==> config.mk <==
export PLATFORM = sky130hd
export DESIGN_NAME = ext_int
export DESIGN_NICKNAME = d
export VERILOG_FILES = /design/src/ext_int_pkg.sv /design/src/ext_int.sv /design/src/pin_sync.sv /design/src/wake_path.sv
export VERILOG_INCLUDE_DIRS = /design/src
export SDC_FILE = /design/constraint.sdc
export NUM_CORES = 1
export LEC_CHECK = 0
export BUFFER_PORTS_ARGS = -buffer_cell sky130_fd_sc_hd__buf_2
export CORE_MARGIN = 5
export CORE_UTILIZATION = 39
export CTS_CLUSTER_SIZE = 30
export DETAILED_ROUTE_END_ITERATION = 8
export PLACE_DENSITY = 0.79
export SLEW_MARGIN = 20
export SYNTH_ARGS = -nofsm -noshare
export SYNTH_HDL_FRONTEND = slang
export SYNTH_SLANG_ARGS = --single-unit
==> constraint.sdc <==
create_clock -name clk_i -period 1.8 [get_ports clk_i]
set_clock_uncertainty 0.15 [all_clocks]
set_input_delay 0.27 -clock clk_i [delete_from_list [all_inputs] [get_ports clk_i]]
set_output_delay 0.27 -clock clk_i [all_outputs]
set_load 0.005 [all_outputs]
==> src/ext_int_params.svh <==
// Constants for the external interrupt pin block: offsets, fields, resets.
// Assumes inclusion by bare name from any design or bench file.
`ifndef EXT_INT_PARAMS_SVH
`define EXT_INT_PARAMS_SVH

// ----------------------------------------------------------------------------
// Register offsets (byte addresses, one aligned word each)
// ----------------------------------------------------------------------------
`define EXT_INT_SC_OFS       4'h0
`define EXT_INT_ISTAT_OFS    4'h4
`define EXT_INT_IMASK_OFS    4'h8

// ----------------------------------------------------------------------------
// Status and control field positions
// ----------------------------------------------------------------------------
`define SC_RSVD_BIT          7
`define SC_PULL_DISABLE_BIT  6
`define SC_EDGE_POLARITY_BIT 5
`define SC_PIN_ENABLE_BIT    4
`define SC_EVENT_FLAG_BIT    3
`define SC_EVENT_ACK_BIT     2
`define SC_INT_ENABLE_BIT    1
`define SC_DETECT_MODE_BIT   0

// ----------------------------------------------------------------------------
// Event status / mask field positions
// ----------------------------------------------------------------------------
`define EV_PIN_EVENT_BIT     0
`define EV_WIDTH             1

// ----------------------------------------------------------------------------
// Reset values
// ----------------------------------------------------------------------------
`define SC_RESET             8'h00
`define EV_RESET             1'h0
`define SYNC_RESET           2'h0

`endif

==> src/ext_int_pkg.sv <==
// Types shared by the external interrupt pin block.
// Assumes ext_int_params.svh is compiled alongside.
package ext_int_pkg;

  // --------------------------------------------------------------------------
  // Control bits as carried to the detector
  // --------------------------------------------------------------------------
  typedef struct packed {
    logic pull_disable;
    logic edge_polarity;
    logic pin_enable;
    logic int_enable;
    logic detect_mode;
  } ctrl_t;

  // --------------------------------------------------------------------------
  // Detector report
  // --------------------------------------------------------------------------
  typedef struct packed {
    logic edge_seen;
    logic level_active;
    logic pin_level;
  } detect_t;

  // --------------------------------------------------------------------------
  // Wishbone slave request and answer
  // --------------------------------------------------------------------------
  typedef struct packed {
    logic        cyc;
    logic        stb;
    logic        we;
    logic [3:0]  adr;
    logic [3:0]  sel;
    logic [31:0] dat;
  } wb_req_t;

  typedef struct packed {
    logic        ack;
    logic [31:0] dat;
  } wb_rsp_t;

  // Bus slave phase
  typedef enum logic [0:0] {
    BUS_IDLE = 1'b0,
    BUS_ACK  = 1'b1
  } bus_state_t;

endpackage

==> src/ext_int.sv <==
// External interrupt pin block: Wishbone registers, detection, interrupt.
// Assumes a classic Wishbone master on clk_i and a pin source outside.
//
// Chosen here: the Wishbone slave port.
`timescale 1ns/10ps
`default_nettype none

module ext_int (
  // Clock and reset
  input  wire logic        clk_i,
  input  wire logic        rst_i,
  // Wishbone slave
  input  wire logic        cyc_i,
  input  wire logic        stb_i,
  input  wire logic        we_i,
  input  wire logic [3:0]  adr_i,
  input  wire logic [3:0]  sel_i,
  input  wire logic [31:0] dat_i,
  output logic             ack_o,
  output logic [31:0]      dat_o,
  // Pin side
  input  wire logic        pin_i,
  output logic             pullup_en_o,
  // Power mode
  input  wire logic        stop_i,
  output logic             wake_o,
  // Interrupt
  output logic             irq_o,
  output logic             int_req_o
);
`include "ext_int_params.svh"

  // --------------------------------------------------------------------------
  // State
  // --------------------------------------------------------------------------
  typedef struct packed {
    ext_int_pkg::bus_state_t bus;
    logic [31:0]             rdata;
    ext_int_pkg::ctrl_t      ctrl;
    logic                    event_flag;
    logic                    pe_prev;
    logic [`EV_WIDTH-1:0]    istat;
    logic [`EV_WIDTH-1:0]    imask;
  } top_state_t;

  top_state_t           state_r;
  top_state_t           state_nxt;
  ext_int_pkg::wb_req_t req;
  ext_int_pkg::detect_t det;
  logic                 access;
  logic                 wr_sc;
  logic                 wr_istat;
  logic                 wr_imask;
  logic                 ack_bit;
  logic                 set_evt;
  logic                 enable_rise;
  logic [7:0]           sc_view;

  assign req = '{cyc: cyc_i, stb: stb_i, we: we_i, adr: adr_i,
                 sel: sel_i, dat: dat_i};

  // --------------------------------------------------------------------------
  // Submodules
  // --------------------------------------------------------------------------
  pin_sync u_sync (
    .clk_i  (clk_i),
    .rst_i  (rst_i),
    .pin_i  (pin_i),
    .ctrl_i (state_r.ctrl),
    .det_o  (det)
  );

  wake_path u_wake (
    .pin_i  (pin_i),
    .stop_i (stop_i),
    .ctrl_i (state_r.ctrl),
    .wake_o (wake_o)
  );

  // --------------------------------------------------------------------------
  // Bus decode
  // --------------------------------------------------------------------------
  assign access   = req.cyc && req.stb && state_r.bus == ext_int_pkg::BUS_IDLE;
  assign wr_sc    = access && req.we && req.sel[0] &&
                    req.adr == `EXT_INT_SC_OFS;
  assign wr_istat = access && req.we && req.sel[0] &&
                    req.adr == `EXT_INT_ISTAT_OFS;
  assign wr_imask = access && req.we && req.sel[0] &&
                    req.adr == `EXT_INT_IMASK_OFS;
  assign ack_bit  = wr_sc && req.dat[`SC_EVENT_ACK_BIT];

  // Enable going high counts as an event
  assign enable_rise = state_r.ctrl.pin_enable && !state_r.pe_prev;
  assign set_evt     = det.edge_seen || det.level_active || enable_rise;

  // Register view: bit 7 and ack read zero
  always_comb begin
    sc_view                        = 8'h00;
    sc_view[`SC_PULL_DISABLE_BIT]  = state_r.ctrl.pull_disable;
    sc_view[`SC_EDGE_POLARITY_BIT] = state_r.ctrl.edge_polarity;
    sc_view[`SC_PIN_ENABLE_BIT]    = state_r.ctrl.pin_enable;
    sc_view[`SC_EVENT_FLAG_BIT]    = state_r.event_flag;
    sc_view[`SC_INT_ENABLE_BIT]    = state_r.ctrl.int_enable;
    sc_view[`SC_DETECT_MODE_BIT]   = state_r.ctrl.detect_mode;
  end

  // --------------------------------------------------------------------------
  // Next state
  // --------------------------------------------------------------------------
  always_comb begin
    state_nxt         = state_r;
    state_nxt.pe_prev = state_r.ctrl.pin_enable;

    unique case (state_r.bus)
      ext_int_pkg::BUS_IDLE: begin
        if (req.cyc && req.stb) begin
          state_nxt.bus   = ext_int_pkg::BUS_ACK;
          state_nxt.rdata = 32'h0000_0000;
          if (!req.we) begin
            unique case (req.adr)
              `EXT_INT_SC_OFS:    state_nxt.rdata = {24'h00_0000, sc_view};
              `EXT_INT_ISTAT_OFS: state_nxt.rdata = {31'h0, state_r.istat};
              `EXT_INT_IMASK_OFS: state_nxt.rdata = {31'h0, state_r.imask};
              default:            state_nxt.rdata = 32'h0000_0000;
            endcase
          end
        end
      end
      ext_int_pkg::BUS_ACK: begin
        state_nxt.bus = ext_int_pkg::BUS_IDLE;
      end
    endcase

    if (wr_sc) begin
      state_nxt.ctrl.pull_disable  = req.dat[`SC_PULL_DISABLE_BIT];
      state_nxt.ctrl.edge_polarity = req.dat[`SC_EDGE_POLARITY_BIT];
      state_nxt.ctrl.pin_enable    = req.dat[`SC_PIN_ENABLE_BIT];
      state_nxt.ctrl.int_enable    = req.dat[`SC_INT_ENABLE_BIT];
      state_nxt.ctrl.detect_mode   = req.dat[`SC_DETECT_MODE_BIT];
    end

    // Flag: ack clears, set wins; level mode holds it while asserted
    if (ack_bit) begin
      state_nxt.event_flag = 1'b0;
    end
    if (set_evt) begin
      state_nxt.event_flag = 1'b1;
    end
    if (det.level_active) begin
      state_nxt.event_flag = 1'b1;
    end

    // Sticky status, write one to clear, set wins
    if (wr_istat && req.dat[`EV_PIN_EVENT_BIT]) begin
      state_nxt.istat[`EV_PIN_EVENT_BIT] = 1'b0;
    end
    if (set_evt) begin
      state_nxt.istat[`EV_PIN_EVENT_BIT] = 1'b1;
    end
    if (wr_imask) begin
      state_nxt.imask = req.dat[`EV_WIDTH-1:0];
    end
  end

  always_ff @(posedge clk_i) begin
    if (rst_i) begin
      state_r <= '{bus: ext_int_pkg::BUS_IDLE, rdata: 32'h0000_0000,
                   ctrl: '0, event_flag: 1'b0, pe_prev: 1'b0,
                   istat: `EV_RESET, imask: `EV_RESET};
    end else begin
      state_r <= state_nxt;
    end
  end

  // --------------------------------------------------------------------------
  // Outputs
  // --------------------------------------------------------------------------
  assign ack_o       = state_r.bus == ext_int_pkg::BUS_ACK;
  assign dat_o       = state_r.rdata;
  assign int_req_o   = state_r.ctrl.int_enable && state_r.event_flag;
  assign irq_o       = |(state_r.istat & state_r.imask);
  assign pullup_en_o = state_r.ctrl.pin_enable &&
                       !state_r.ctrl.pull_disable &&
                       !state_r.ctrl.edge_polarity;

endmodule // ext_int

`default_nettype wire

==> src/pin_sync.sv <==
// Two-stage synchroniser with edge and level detection for the pin.
// Assumes pin is asynchronous to clk_i; output valid from reset onward.
`timescale 1ns/10ps
`default_nettype none

module pin_sync (
  // Clock and reset
  input  wire logic              clk_i,
  input  wire logic              rst_i,
  // Pin and control
  input  wire logic              pin_i,
  input  wire ext_int_pkg::ctrl_t ctrl_i,
  // Report
  output ext_int_pkg::detect_t   det_o
);
`include "ext_int_params.svh"

  typedef struct packed {
    logic [1:0] sync;
    logic       prev;
  } sync_state_t;

  sync_state_t state_r;
  sync_state_t state_nxt;
  logic        asserted;

  // --------------------------------------------------------------------------
  // Next state
  // --------------------------------------------------------------------------
  always_comb begin
    state_nxt      = state_r;
    state_nxt.sync = {state_r.sync[0], pin_i};
    state_nxt.prev = state_r.sync[1];
  end

  always_ff @(posedge clk_i) begin
    if (rst_i) begin
      state_r <= '0;
    end else begin
      state_r <= state_nxt;
    end
  end

  // Asserted level follows polarity: 1 high, 0 low
  assign asserted = state_r.sync[1] == ctrl_i.edge_polarity;

  always_comb begin
    det_o.pin_level    = state_r.sync[1];
    // Edge: previous sample deasserted, current asserted
    det_o.edge_seen    = ctrl_i.pin_enable && asserted &&
                         (state_r.prev != ctrl_i.edge_polarity);
    det_o.level_active = ctrl_i.pin_enable && ctrl_i.detect_mode &&
                         asserted;
  end

endmodule // pin_sync

`default_nettype wire

==> src/wake_path.sv <==
// Asynchronous wake request for stop mode, built from gates only.
// Assumes stop_i is high while the system clock is halted.
`timescale 1ns/10ps
`default_nettype none

module wake_path (
  // Pin and mode
  input  wire logic              pin_i,
  input  wire logic              stop_i,
  input  wire ext_int_pkg::ctrl_t ctrl_i,
  // Wake request
  output logic                   wake_o
);

  // Raw pin at asserted level, no clock involved
  always_comb begin
    wake_o = stop_i && ctrl_i.pin_enable &&
             (pin_i == ctrl_i.edge_polarity);
  end

endmodule // wake_path

`default_nettype wire
==> results of run 1 <==
## metrics by stage
step                      instances  area [um2]  power [uW]  worst slack (ns)  hold slack [ns]
after floorplan                 139        1180         520             0.437            0.248
after global placement          161        1080         504             0.351            0.271
after detailed placement        161        1080         506             0.314            0.290
after CTS                       165        1110         711             0.190           0.0409
after global routing            165        1110         750             0.104           0.0309
final                           165        1110         711             0.209           0.0454
## kinds of logic after synthesis
logic type	Yosys count
muxes	3
AOI/OAI and AO/OA	18
DFF	19
buffers and inverters	42
xor gates and xnor gates	3
and+or+nand+nor	28
other	1
## worst max-delay path, delay by kind of cell, from the launching register on
| family | cells | cell delay (ns) |
|---|---|---|
| flops | 1 | 0.48 |
| simple gates | 1 | 0.16 |
| xor+xnor | 1 | 0.14 |
| buf+inv | 1 | 0.10 |
## cell type report
class	instances	share of cell area [%]
clock buffers	3	2.02
well taps	31	3.49
flip-flops and latches	19	34.2
inverters	5	1.69
multi-input cells	78	45.6
clock inverters	1	0.450
repair buffers	28	12.6
## layer usage
layer / up-vias / global-route usage [%] / routed length, um
li1: 380 / - / -
met1: 359 / 9.92 / 751
met2: 32 / 16.5 / 1010
met3: 6 / 4.32 / 205
met4: 0 / 5.31 / 40
met5: - / 0 / 0
## cell usage after synthesis
cell type	instances	share of area [%]
sky130_fd_sc_hd__and2_1	2	1.1
sky130_fd_sc_hd__and4bb_1	1	1.1
sky130_fd_sc_hd__nand4b_1	1	0.80
sky130_fd_sc_hd__a221oi_1	1	0.80
sky130_fd_sc_hd__a2bb2oi_1	1	0.80
sky130_fd_sc_hd__and3b_1	1	0.80
sky130_fd_sc_hd__a311oi_1	3	2.4
sky130_fd_sc_hd__dfxtp_1	19	35
sky130_fd_sc_hd__nand3b_1	1	0.69
sky130_fd_sc_hd__nand2_1	3	1.0
sky130_fd_sc_hd__mux2i_1	3	2.8
sky130_fd_sc_hd__inv_2	2	0.69
sky130_fd_sc_hd__nand2b_1	1	0.57
sky130_fd_sc_hd__nand4_1	2	1.1
sky130_fd_sc_hd__buf_4	32	22
sky130_fd_sc_hd__o41ai_2	1	1.5
sky130_fd_sc_hd__nand3_1	1	0.46
sky130_fd_sc_hd__or2_2	1	0.57
sky130_fd_sc_hd__and3_4	1	1.0
sky130_fd_sc_hd__nor2_1	3	1.0
sky130_fd_sc_hd__and3_1	2	1.1
sky130_fd_sc_hd__or3_1	1	0.57
sky130_fd_sc_hd__xnor2_1	2	1.6
sky130_fd_sc_hd__conb_1	1	0.34
sky130_fd_sc_hd__a31o_1	6	4.8
sky130_fd_sc_hd__nor2b_1	5	2.9
sky130_fd_sc_hd__inv_1	3	1.0
sky130_fd_sc_hd__nor4_4	1	2.0
sky130_fd_sc_hd__buf_6	2	2.1
sky130_fd_sc_hd__xor2_1	1	0.80
sky130_fd_sc_hd__nor3_1	1	0.46
sky130_fd_sc_hd__buf_2	3	1.4
sky130_fd_sc_hd__a31oi_1	1	0.57
sky130_fd_sc_hd__a22o_1	5	4.0
## report_power, final
group	total, uW	internal (uW)	switching, uW
sequential	426	424	1.85
clock	212	82.7	130
combinational	72.8	24.9	47.9
total	711	532	179
## sequential cells by signal, summed over array words and instances (netlist names)
name and cells:
ack_o 1, dat_o 6, sc_view 6, state_r 3
u_sync.det_o 1, u_sync.state_nxt 1, u_sync.state_r 1
## worst paths after layout
kind                        from               to  slack [ns]  cells past startpoint
max                   sc_view[5]           wake_o        0.21                      3
min                     dat_i[6]       sc_view[6]        0.05                      2
max reg2reg                ack_o         dat_o[1]        0.35                      3
min reg2reg  u_sync.state_nxt[2]  u_sync.det_o[0]        0.31                      1
==> metrics.csv, run 1 <==
metric,value,unit
critical_path_arrival,1.17,ns
critPathCaptureType,output port,
final_number_of_hold_violating_endpoints,0,
max_freq,629,MHz
synth_area_per_cell,9.56,um2
max-cap-violations,0,
peakVddDrop,440,uV
cts-buffers-inserted,3,
crit_path_max_fanout,5,
design.die.area,3950,um2
multi_input_comb_area,507,um2
synth_cell_types,34,
drt-vias-per-instance,4.71,
synthSimpleGateAreaFrac,17.5,%
place.detailed.hpwl,1630,um
cts.repair_timing.setup_buffer_count,0,
dr_total_vias,777,
period_share,88.4,%
min_path_type,input port to flip-flop,
grt_remaining_overflow,0,
mostFrequentLayoutCells,"sky130_fd_sc_hd__buf_2, sky130_fd_sc_hd__conb_1, sky130_fd_sc_hd__dfxtp_1, sky130_fd_sc_hd__a31o_1",
clock_sinks,19,
post-route-drc-count,0,
synth_sequential_area_ratio,34.9,%
insertion_delay,0.30,ns
gp_routability_congestion,0.800,
layout.area.seq,380,um2
drt-wirelength-per-cell,12.2,um
startpoint_type,flip-flop,
unrepaired_setup_endpoints_after_global_routing,no,
number_of_global_route_vias_before_repair,710,
synth_warnings,0,
synth.ff_latch_count,19,
grt_pass1_wl,3120,um
antenna_left,0,
finalCoreUtilization,41.0,%
count_of_pins_over_their_slew_limit,0,
result_of_the_run,completed,
insertedDiodeCount,0,
final.min_clock_period,1.59,ns
start_util,40.2,%
globalRouteTotalUtil,9.77,%
clkSlewWorstSetupHoldPaths,0.10,ns
num-nets-final,182,
final-setup-viol-count,0,
fillers,273,
syn2layout_area_growth,2.07,%
std_cell_rows,19,
grt_antenna_before_repair,0,
buffer_ports.inserted,28,
die_y,62.9,um
cts.path.max_buffers,2,
post_synth_fa_ha_maj_area_fraction,0,%
drive_gt1_share,28.4,%
die_width,62.9,um
cts_resized,0,
fraction_of_the_mapped_netlist_area_in_compound_gates,14.9,%
setup_total_negative_slack,0,ns
ioPinCount,84,
clock-root-buffer,sky130_fd_sc_hd__clkbuf_4,
wl,2010,um
synth-xor-area-share,2.41,%
ctsHtreeMaxLevel,1,
critical_path.cell_chain,xnor2_1 > and3_1 > buf_2,
timing_worst_setup_path_type,flip-flop to output port,
syn-cell-area,1090,um2
yosys-mux-area-fraction,2.76,%
cellPowerDensity,639,nW/um2
p_leak,0.000548,uW
critPathRequiredTime,1.38,ns
largest_family_of_logic_cells_by_synthesized_area,buffers and inverters,
critPathSlowestCell,sky130_fd_sc_hd__dfxtp_1,
core,2710,um2
layout.cells.most_common,sky130_fd_sc_hd__buf_2,
critical_path.max_stage_delay,0.48,ns
ctsHoldBuffers,0,
drt_pre_antenna_iters,4,
grt_max_degree,13,
drt_first_iter_violations,19,
cells_after_synthesis,114,
cts_tree,yes,
No activity file was read; power rests on OpenSTA's default activity.
==> run 2, diff against run 1 <==
--- a/config.mk
+++ b/config.mk
@@ -6,12 +6,12 @@
 export SDC_FILE = /design/constraint.sdc
 export NUM_CORES = 1
 export LEC_CHECK = 0
-export BUFFER_PORTS_ARGS = -buffer_cell sky130_fd_sc_hd__buf_2
 export CORE_MARGIN = 5
-export CORE_UTILIZATION = 39
+export CORE_UTILIZATION = 55
 export CTS_CLUSTER_SIZE = 30
 export DETAILED_ROUTE_END_ITERATION = 8
-export PLACE_DENSITY = 0.79
+export DONT_BUFFER_PORTS = 1
+export PLACE_DENSITY = 0.7
 export SLEW_MARGIN = 20
 export SYNTH_ARGS = -nofsm -noshare
 export SYNTH_HDL_FRONTEND = slang
==> run 2 against run 1 <==
Compared with the run above:
- register-to-register slack hardly changed
- hold slack got worse by 0.027 ns
- via count shrank 11%
- critical path type unchanged
- cell area shrank 6.7%
- largest cell class unchanged
- largest power group unchanged
==> metrics.csv, run 2 (synthesis gave the netlist of run 1 again) <==
metric,value,unit,change
core,1920,um2,-29%
startpoint_type,flip-flop,,
hold-worst-slack,0.0189,ns,-0.0266 ns
ctsHtreeMaxLevel,1,,unchanged
die_y,54.5,um,-13%
max-cap-violations,0,,unchanged
cts_resized,0,,unchanged
design.die.area,2970,um2,-25%
die_width,54.5,um,-13%
switchingPower,175,uW,-2.7%
critical_path_arrival,1.11,ns,-0.06 ns
unrepaired_setup_endpoints_after_global_routing,no,,
clock_sinks,19,,unchanged
p_leak,0.000449,uW,-18%
number_of_global_route_vias_before_repair,689,,-3.0%
place.detailed.hpwl,1470,um,-9.7%
worst_path_dominant_cell_family,flip-flops,,
switching_share,24.8,%,-0.41 points
final_number_of_hold_violating_endpoints,0,,unchanged
std_cell_rows,16,,-3
cp_num_buf_inv,0,,-1
critical_path.cell_chain,xnor2_1 > and3_1,,
drt-vias-per-instance,4.94,,+5.0%
timing_worst_setup_path_type,flip-flop to output port,,
grt_max_degree,12,,-1
count_of_pins_over_their_slew_limit,0,,unchanged
period_share,84.8,%,-3.6 points
finalCoreUtilization,54.0,%,+13 points
crit_path_max_fanout,5,,unchanged
cts_tree,yes,,
p_clk_share,30.9,%,+1.0 points
cellPowerDensity,678,nW/um2,+6.1%
insertion_delay,0.30,ns,about the same
drt_pre_antenna_iters,4,,unchanged
layout.cells.most_common,sky130_fd_sc_hd__conb_1,,
drive_gt1_share,8.85,%,-20 points
start_util,56.7,%,+16 points
drt-wirelength-per-cell,13.5,um,+11%
grt_remaining_overflow,0,,unchanged
mostFrequentLayoutCells,"sky130_fd_sc_hd__conb_1, sky130_fd_sc_hd__dfxtp_1, sky130_fd_sc_hd__dlygate4sd3_1, sky130_fd_sc_hd__a31o_1",,
ioPinCount,84,,unchanged
critPathCaptureType,output port,,
post-route-drc-count,0,,unchanged
setup_total_negative_slack,0,ns,unchanged
critPathSlowestCell,sky130_fd_sc_hd__dfxtp_1,,
comb_power_share,8.5,%,-1.7 points
grt_antenna_before_repair,0,,unchanged
globalRouteTotalUtil,14.3,%,+4.5 points
critical_path.max_stage_delay,0.47,ns,about the same
final.min_clock_period,1.53,ns,-0.0650 ns
min_path_type,input port to flip-flop,,
share_seq_of_total_power,60.6,%,+0.7 points
cts-buffers-inserted,3,,unchanged
insertedDiodeCount,0,,unchanged
dr_total_vias,692,,-11%
syn2layout_area_growth,-4.82,%,
intPower,529,uW,-0.53%
cts.repair_timing.setup_buffer_count,0,,unchanged
antenna_left,0,,unchanged
grt_pass1_wl,3070,um,-1.5%
drt_first_iter_violations,15,,-4
clock-root-buffer,sky130_fd_sc_hd__clkbuf_4,,
peakVddDrop,350,uV,-20%
buffer_ports.inserted,0,,-100%
clkSlewWorstSetupHoldPaths,0.11,ns,about the same
cts.path.max_buffers,2,,unchanged
wl,1890,um,-5.6%
max_freq,655,MHz,+4.3%
gp_routability_congestion,0.705,,-12%
result_of_the_run,completed,,
num-nets-final,161,,-12%
final-setup-viol-count,0,,unchanged
critPathRequiredTime,1.38,ns,about the same
==> run 2: worst paths after layout <==
check	slack, ns	end	cells past startpoint	startpoint
worst min register to register	0.30	u_sync.det_o[0]	1	u_sync.state_nxt[2]
worst min-delay path	0.02	sc_view[3]	2	dat_i[2]
worst max-delay path	0.27	wake_o	2	sc_view[5]
worst max register to register	0.35	sc_view[0]	3	ack_o
==> run 2: power groups by stage <==
stage	Combinational, uW	Clock [uW]	Sequential (uW)
2_1_floorplan	84.8	0	435
3_3_place_gp	42.9	0	436
3_5_place_dp	43.4	0	436
4_1_cts	57.9	222	426
5_1_grt	67.4	243	427
6_report	59.7	218	426
==> run 2: final cells by class <==
class                   count  area [um2]
repair buffers              7        70.1
clock buffers               3        22.5
fillers                   191         885
well taps                  27        33.8
inverters                   5        18.8
flip-flops and latches     19         380
multi-input cells          78         507
clock inverters             1        5.00
==> run 2: layer usage <==
| layer | up-vias | wire length [um] | track usage [%] |
|---|---|---|---|
| met5 | - | 0 | 0 |
| met4 | 0 | 12 | 3.73 |
| met3 | 2 | 200 | 6.54 |
| met2 | 32 | 960 | 26.1 |
| met1 | 319 | 719 | 14.5 |
| li1 | 339 | - | - |
==> run 2: stage by stage <==
| step | std cells | setup slack, ns | cell area (um2) | power [uW] |
|---|---|---|---|---|
| after detailed placement | 129 | 0.377 | 940 | 479 |
| after floorplan | 139 | 0.437 | 1180 | 520 |
| after CTS | 140 | 0.278 | 1040 | 706 |
| after global placement | 129 | 0.393 | 940 | 479 |
| after global routing | 140 | 0.220 | 1040 | 737 |
| final | 140 | 0.274 | 1040 | 704 |
==> run 2: what timing repair did <==
action,4_1_cts,5_1_grt
setup endpoints to repair,0,0
hold endpoints to repair,11,0
hold buffers,7,0
==> run 3, diff against run 2 <==
--- a/config.mk
+++ b/config.mk
@@ -11,7 +11,7 @@
 export CTS_CLUSTER_SIZE = 30
 export DETAILED_ROUTE_END_ITERATION = 8
 export DONT_BUFFER_PORTS = 1
-export PLACE_DENSITY = 0.7
+export PLACE_DENSITY = 0.73
 export SLEW_MARGIN = 20
 export SYNTH_ARGS = -nofsm -noshare
 export SYNTH_HDL_FRONTEND = slang
==> constraint.sdc (replaced) <==
create_clock -name clk_i -period 1.2 [get_ports clk_i]
set_clock_uncertainty 0.15 [all_clocks]
set_input_delay 0.18 -clock clk_i [delete_from_list [all_inputs] [get_ports clk_i]]
set_output_delay 0.18 -clock clk_i [all_outputs]
set_load 0.005 [all_outputs]
==> run 3 against run 2 <==
Compared with the run above:
- the run now ends with hold timing, setup timing left
- core utilization increased by 8.4 points
- die area did not move
- register-to-register slack got worse by 0.46 ns
==> metrics.csv, run 3 (synthesis gave the netlist of run 1 again) <==
metric,value,unit,change
result_of_the_run,finished with violations,,
failed_checks,"hold timing, setup timing",,
grt_max_degree,13,,+1
insertion_delay,0.28,ns,-0.02 ns
critical_path_arrival,1.39,ns,+0.28 ns
finalCoreUtilization,62.4,%,+8.4 points
share_seq_of_total_power,59.3,%,-1.3 points
p_clk_share,29.4,%,-1.5 points
clock-root-buffer,sky130_fd_sc_hd__clkbuf_4,,
min_path_type,input port to flip-flop,,
switchingPower,254,uW,+46%
crit_path_max_fanout,5,,unchanged
hold-worst-slack,-0.208,ns,-0.227 ns
max-cap-violations,0,,unchanged
multi_input_comb_area,554,um2,+9.4%
switching_share,23.7,%,-1.2 points
critPathCaptureType,flip-flop,,
syn2layout_area_growth,9.99,%,
grt_pass1_wl,3170,um,+3.2%
power.total,1080,uW,+53%
comb_power_share,11.3,%,+2.8 points
drive_gt1_share,23.2,%,+14 points
die_y,54.5,um,unchanged
mostFrequentLayoutCells,"sky130_fd_sc_hd__conb_1, sky130_fd_sc_hd__dfxtp_1, sky130_fd_sc_hd__dlygate4sd3_1, sky130_fd_sc_hd__a31o_1, sky130_fd_sc_hd__buf_4",,
startpoint_type,flip-flop,,
post-route-drc-count,0,,unchanged
layout.cells.most_common,sky130_fd_sc_hd__conb_1,,
clkSlewWorstSetupHoldPaths,0.11,ns,about the same
place.detailed.hpwl,1560,um,+5.9%
grt_antenna_before_repair,0,,unchanged
cts-buffers-inserted,3,,unchanged
unrepaired_setup_endpoints_after_global_routing,yes,,
final_number_of_hold_violating_endpoints,10,,+10
intPower,821,uW,+55%
drt_pre_antenna_iters,4,,unchanged
cts_tree,yes,,
design.die.area,2970,um2,unchanged
ctsHtreeMaxLevel,1,,unchanged
ioPinCount,84,,unchanged
clock_sinks,19,,unchanged
setup_ws,-0.114,ns,-0.388 ns
wl,2190,um,+16%
drt-wirelength-per-cell,14.4,um,+6.7%
antenna_left,0,,unchanged
p_leak,0.000520,uW,+16%
std_cell_rows,16,,unchanged
insertedDiodeCount,0,,unchanged
reg2reg_setup_slack,-0.11,ns,-0.46 ns
final-setup-viol-count,16,,+16
peakVddDrop,448,uV,+28%
period_share,109,%,
die_width,54.5,um,unchanged
number_of_global_route_vias_before_repair,682,,-1.0%
timing_worst_setup_path_type,flip-flop to flip-flop,,
gp_routability_congestion,0.742,,+5.3%
buffer_ports.inserted,0,,unchanged
layout.area.seq,388,um2,+2.0%
max_freq,761,MHz,
critPathRequiredTime,1.27,ns,-0.11 ns
fillers,157,,-18%
core,1920,um2,unchanged
dr_total_vias,775,,+12%
start_util,56.7,%,unchanged
globalRouteTotalUtil,14.7,%,+0.37 points
final.min_clock_period,1.31,ns,
cts.path.max_buffers,2,,unchanged
cellPowerDensity,897,nW/um2,+32%
drt-vias-per-instance,5.10,,+3.2%
count_of_pins_over_their_slew_limit,0,,unchanged
num-nets-final,173,,+7.5%
grt_remaining_overflow,0,,unchanged
drt_first_iter_violations,18,,+3
-- run 3: worst paths after layout --
| kind | from | cells after the start | endpoint |
|---|---|---|---|
| hold / removal | rst_i | 1 | ack_o |
| hold reg to reg | u_sync.state_nxt[2] | 1 | u_sync.det_o[0] |
| setup reg to reg | ack_o | 4 | sc_view[0] |
| setup / recovery | ack_o | 4 | sc_view[0] |
-- run 3: critical path, stage by stage, from the launching register on --
cell and delay (ns):
sky130_fd_sc_hd__dfxtp_2 0.33, sky130_fd_sc_hd__and3b_2 0.25, sky130_fd_sc_hd__buf_6 0.13, sky130_fd_sc_hd__and3_4 0.21
sky130_fd_sc_hd__mux2i_1 0.18
-- run 3: repair_timing --
item | CTS | global route
endpoints found under the hold margin | 17 | 12
pin swaps | 4 | 3
gates resized for setup | 10 | 5
gates cloned | 1 | 0
setup buffers | 2 | 0
hold buffers | 10 | 1
endpoints found under the setup margin | 16 | 17
-- run 3: power by group through the flow --
| stage | registers (uW) | clock network [uW] | logic [uW] |
|---|---|---|---|
| after floorplan | 653 | 0 | 130 |
| after global placement | 653 | 0 | 76.1 |
| after detailed placement | 654 | 0 | 77.8 |
| after CTS | 638 | 318 | 113 |
| after global routing | 639 | 360 | 134 |
| final | 638 | 316 | 122 |
-- run 3: per-layer routing --
metal	part of all wire (%)	global-route usage, %
met4	1.1	6.22
met2	50	25.9
met5	0	0
met3	10	3.00
met1	38	16.9
-- run 3: final cells by class --
cell class              count  share of cell area [%]
multi-input cells          78                    46.2
flip-flops and latches     19                    32.4
repair buffers             19                    14.8
well taps                  27                    2.82
clock buffers               4                    2.19
inverters                   5                    1.57
-- run 3: through the flow --
step / cell area [um2] / setup WS, ns / setup TNS (ns) / hold slack, ns / std cells
2_1_floorplan: 1200 / -0.0851 / -0.688 / 0.158 / 139
5_1_grt: 1200 / -0.194 / -2.13 / -0.239 / 152
6_report: 1200 / -0.114 / -1.21 / -0.208 / 152
3_5_place_dp: 985 / -0.0954 / -0.923 / 0.0990 / 134
3_3_place_gp: 985 / -0.0805 / -0.636 / 0.0983 / 134
4_1_cts: 1180 / -0.116 / -1.34 / -0.212 / 151
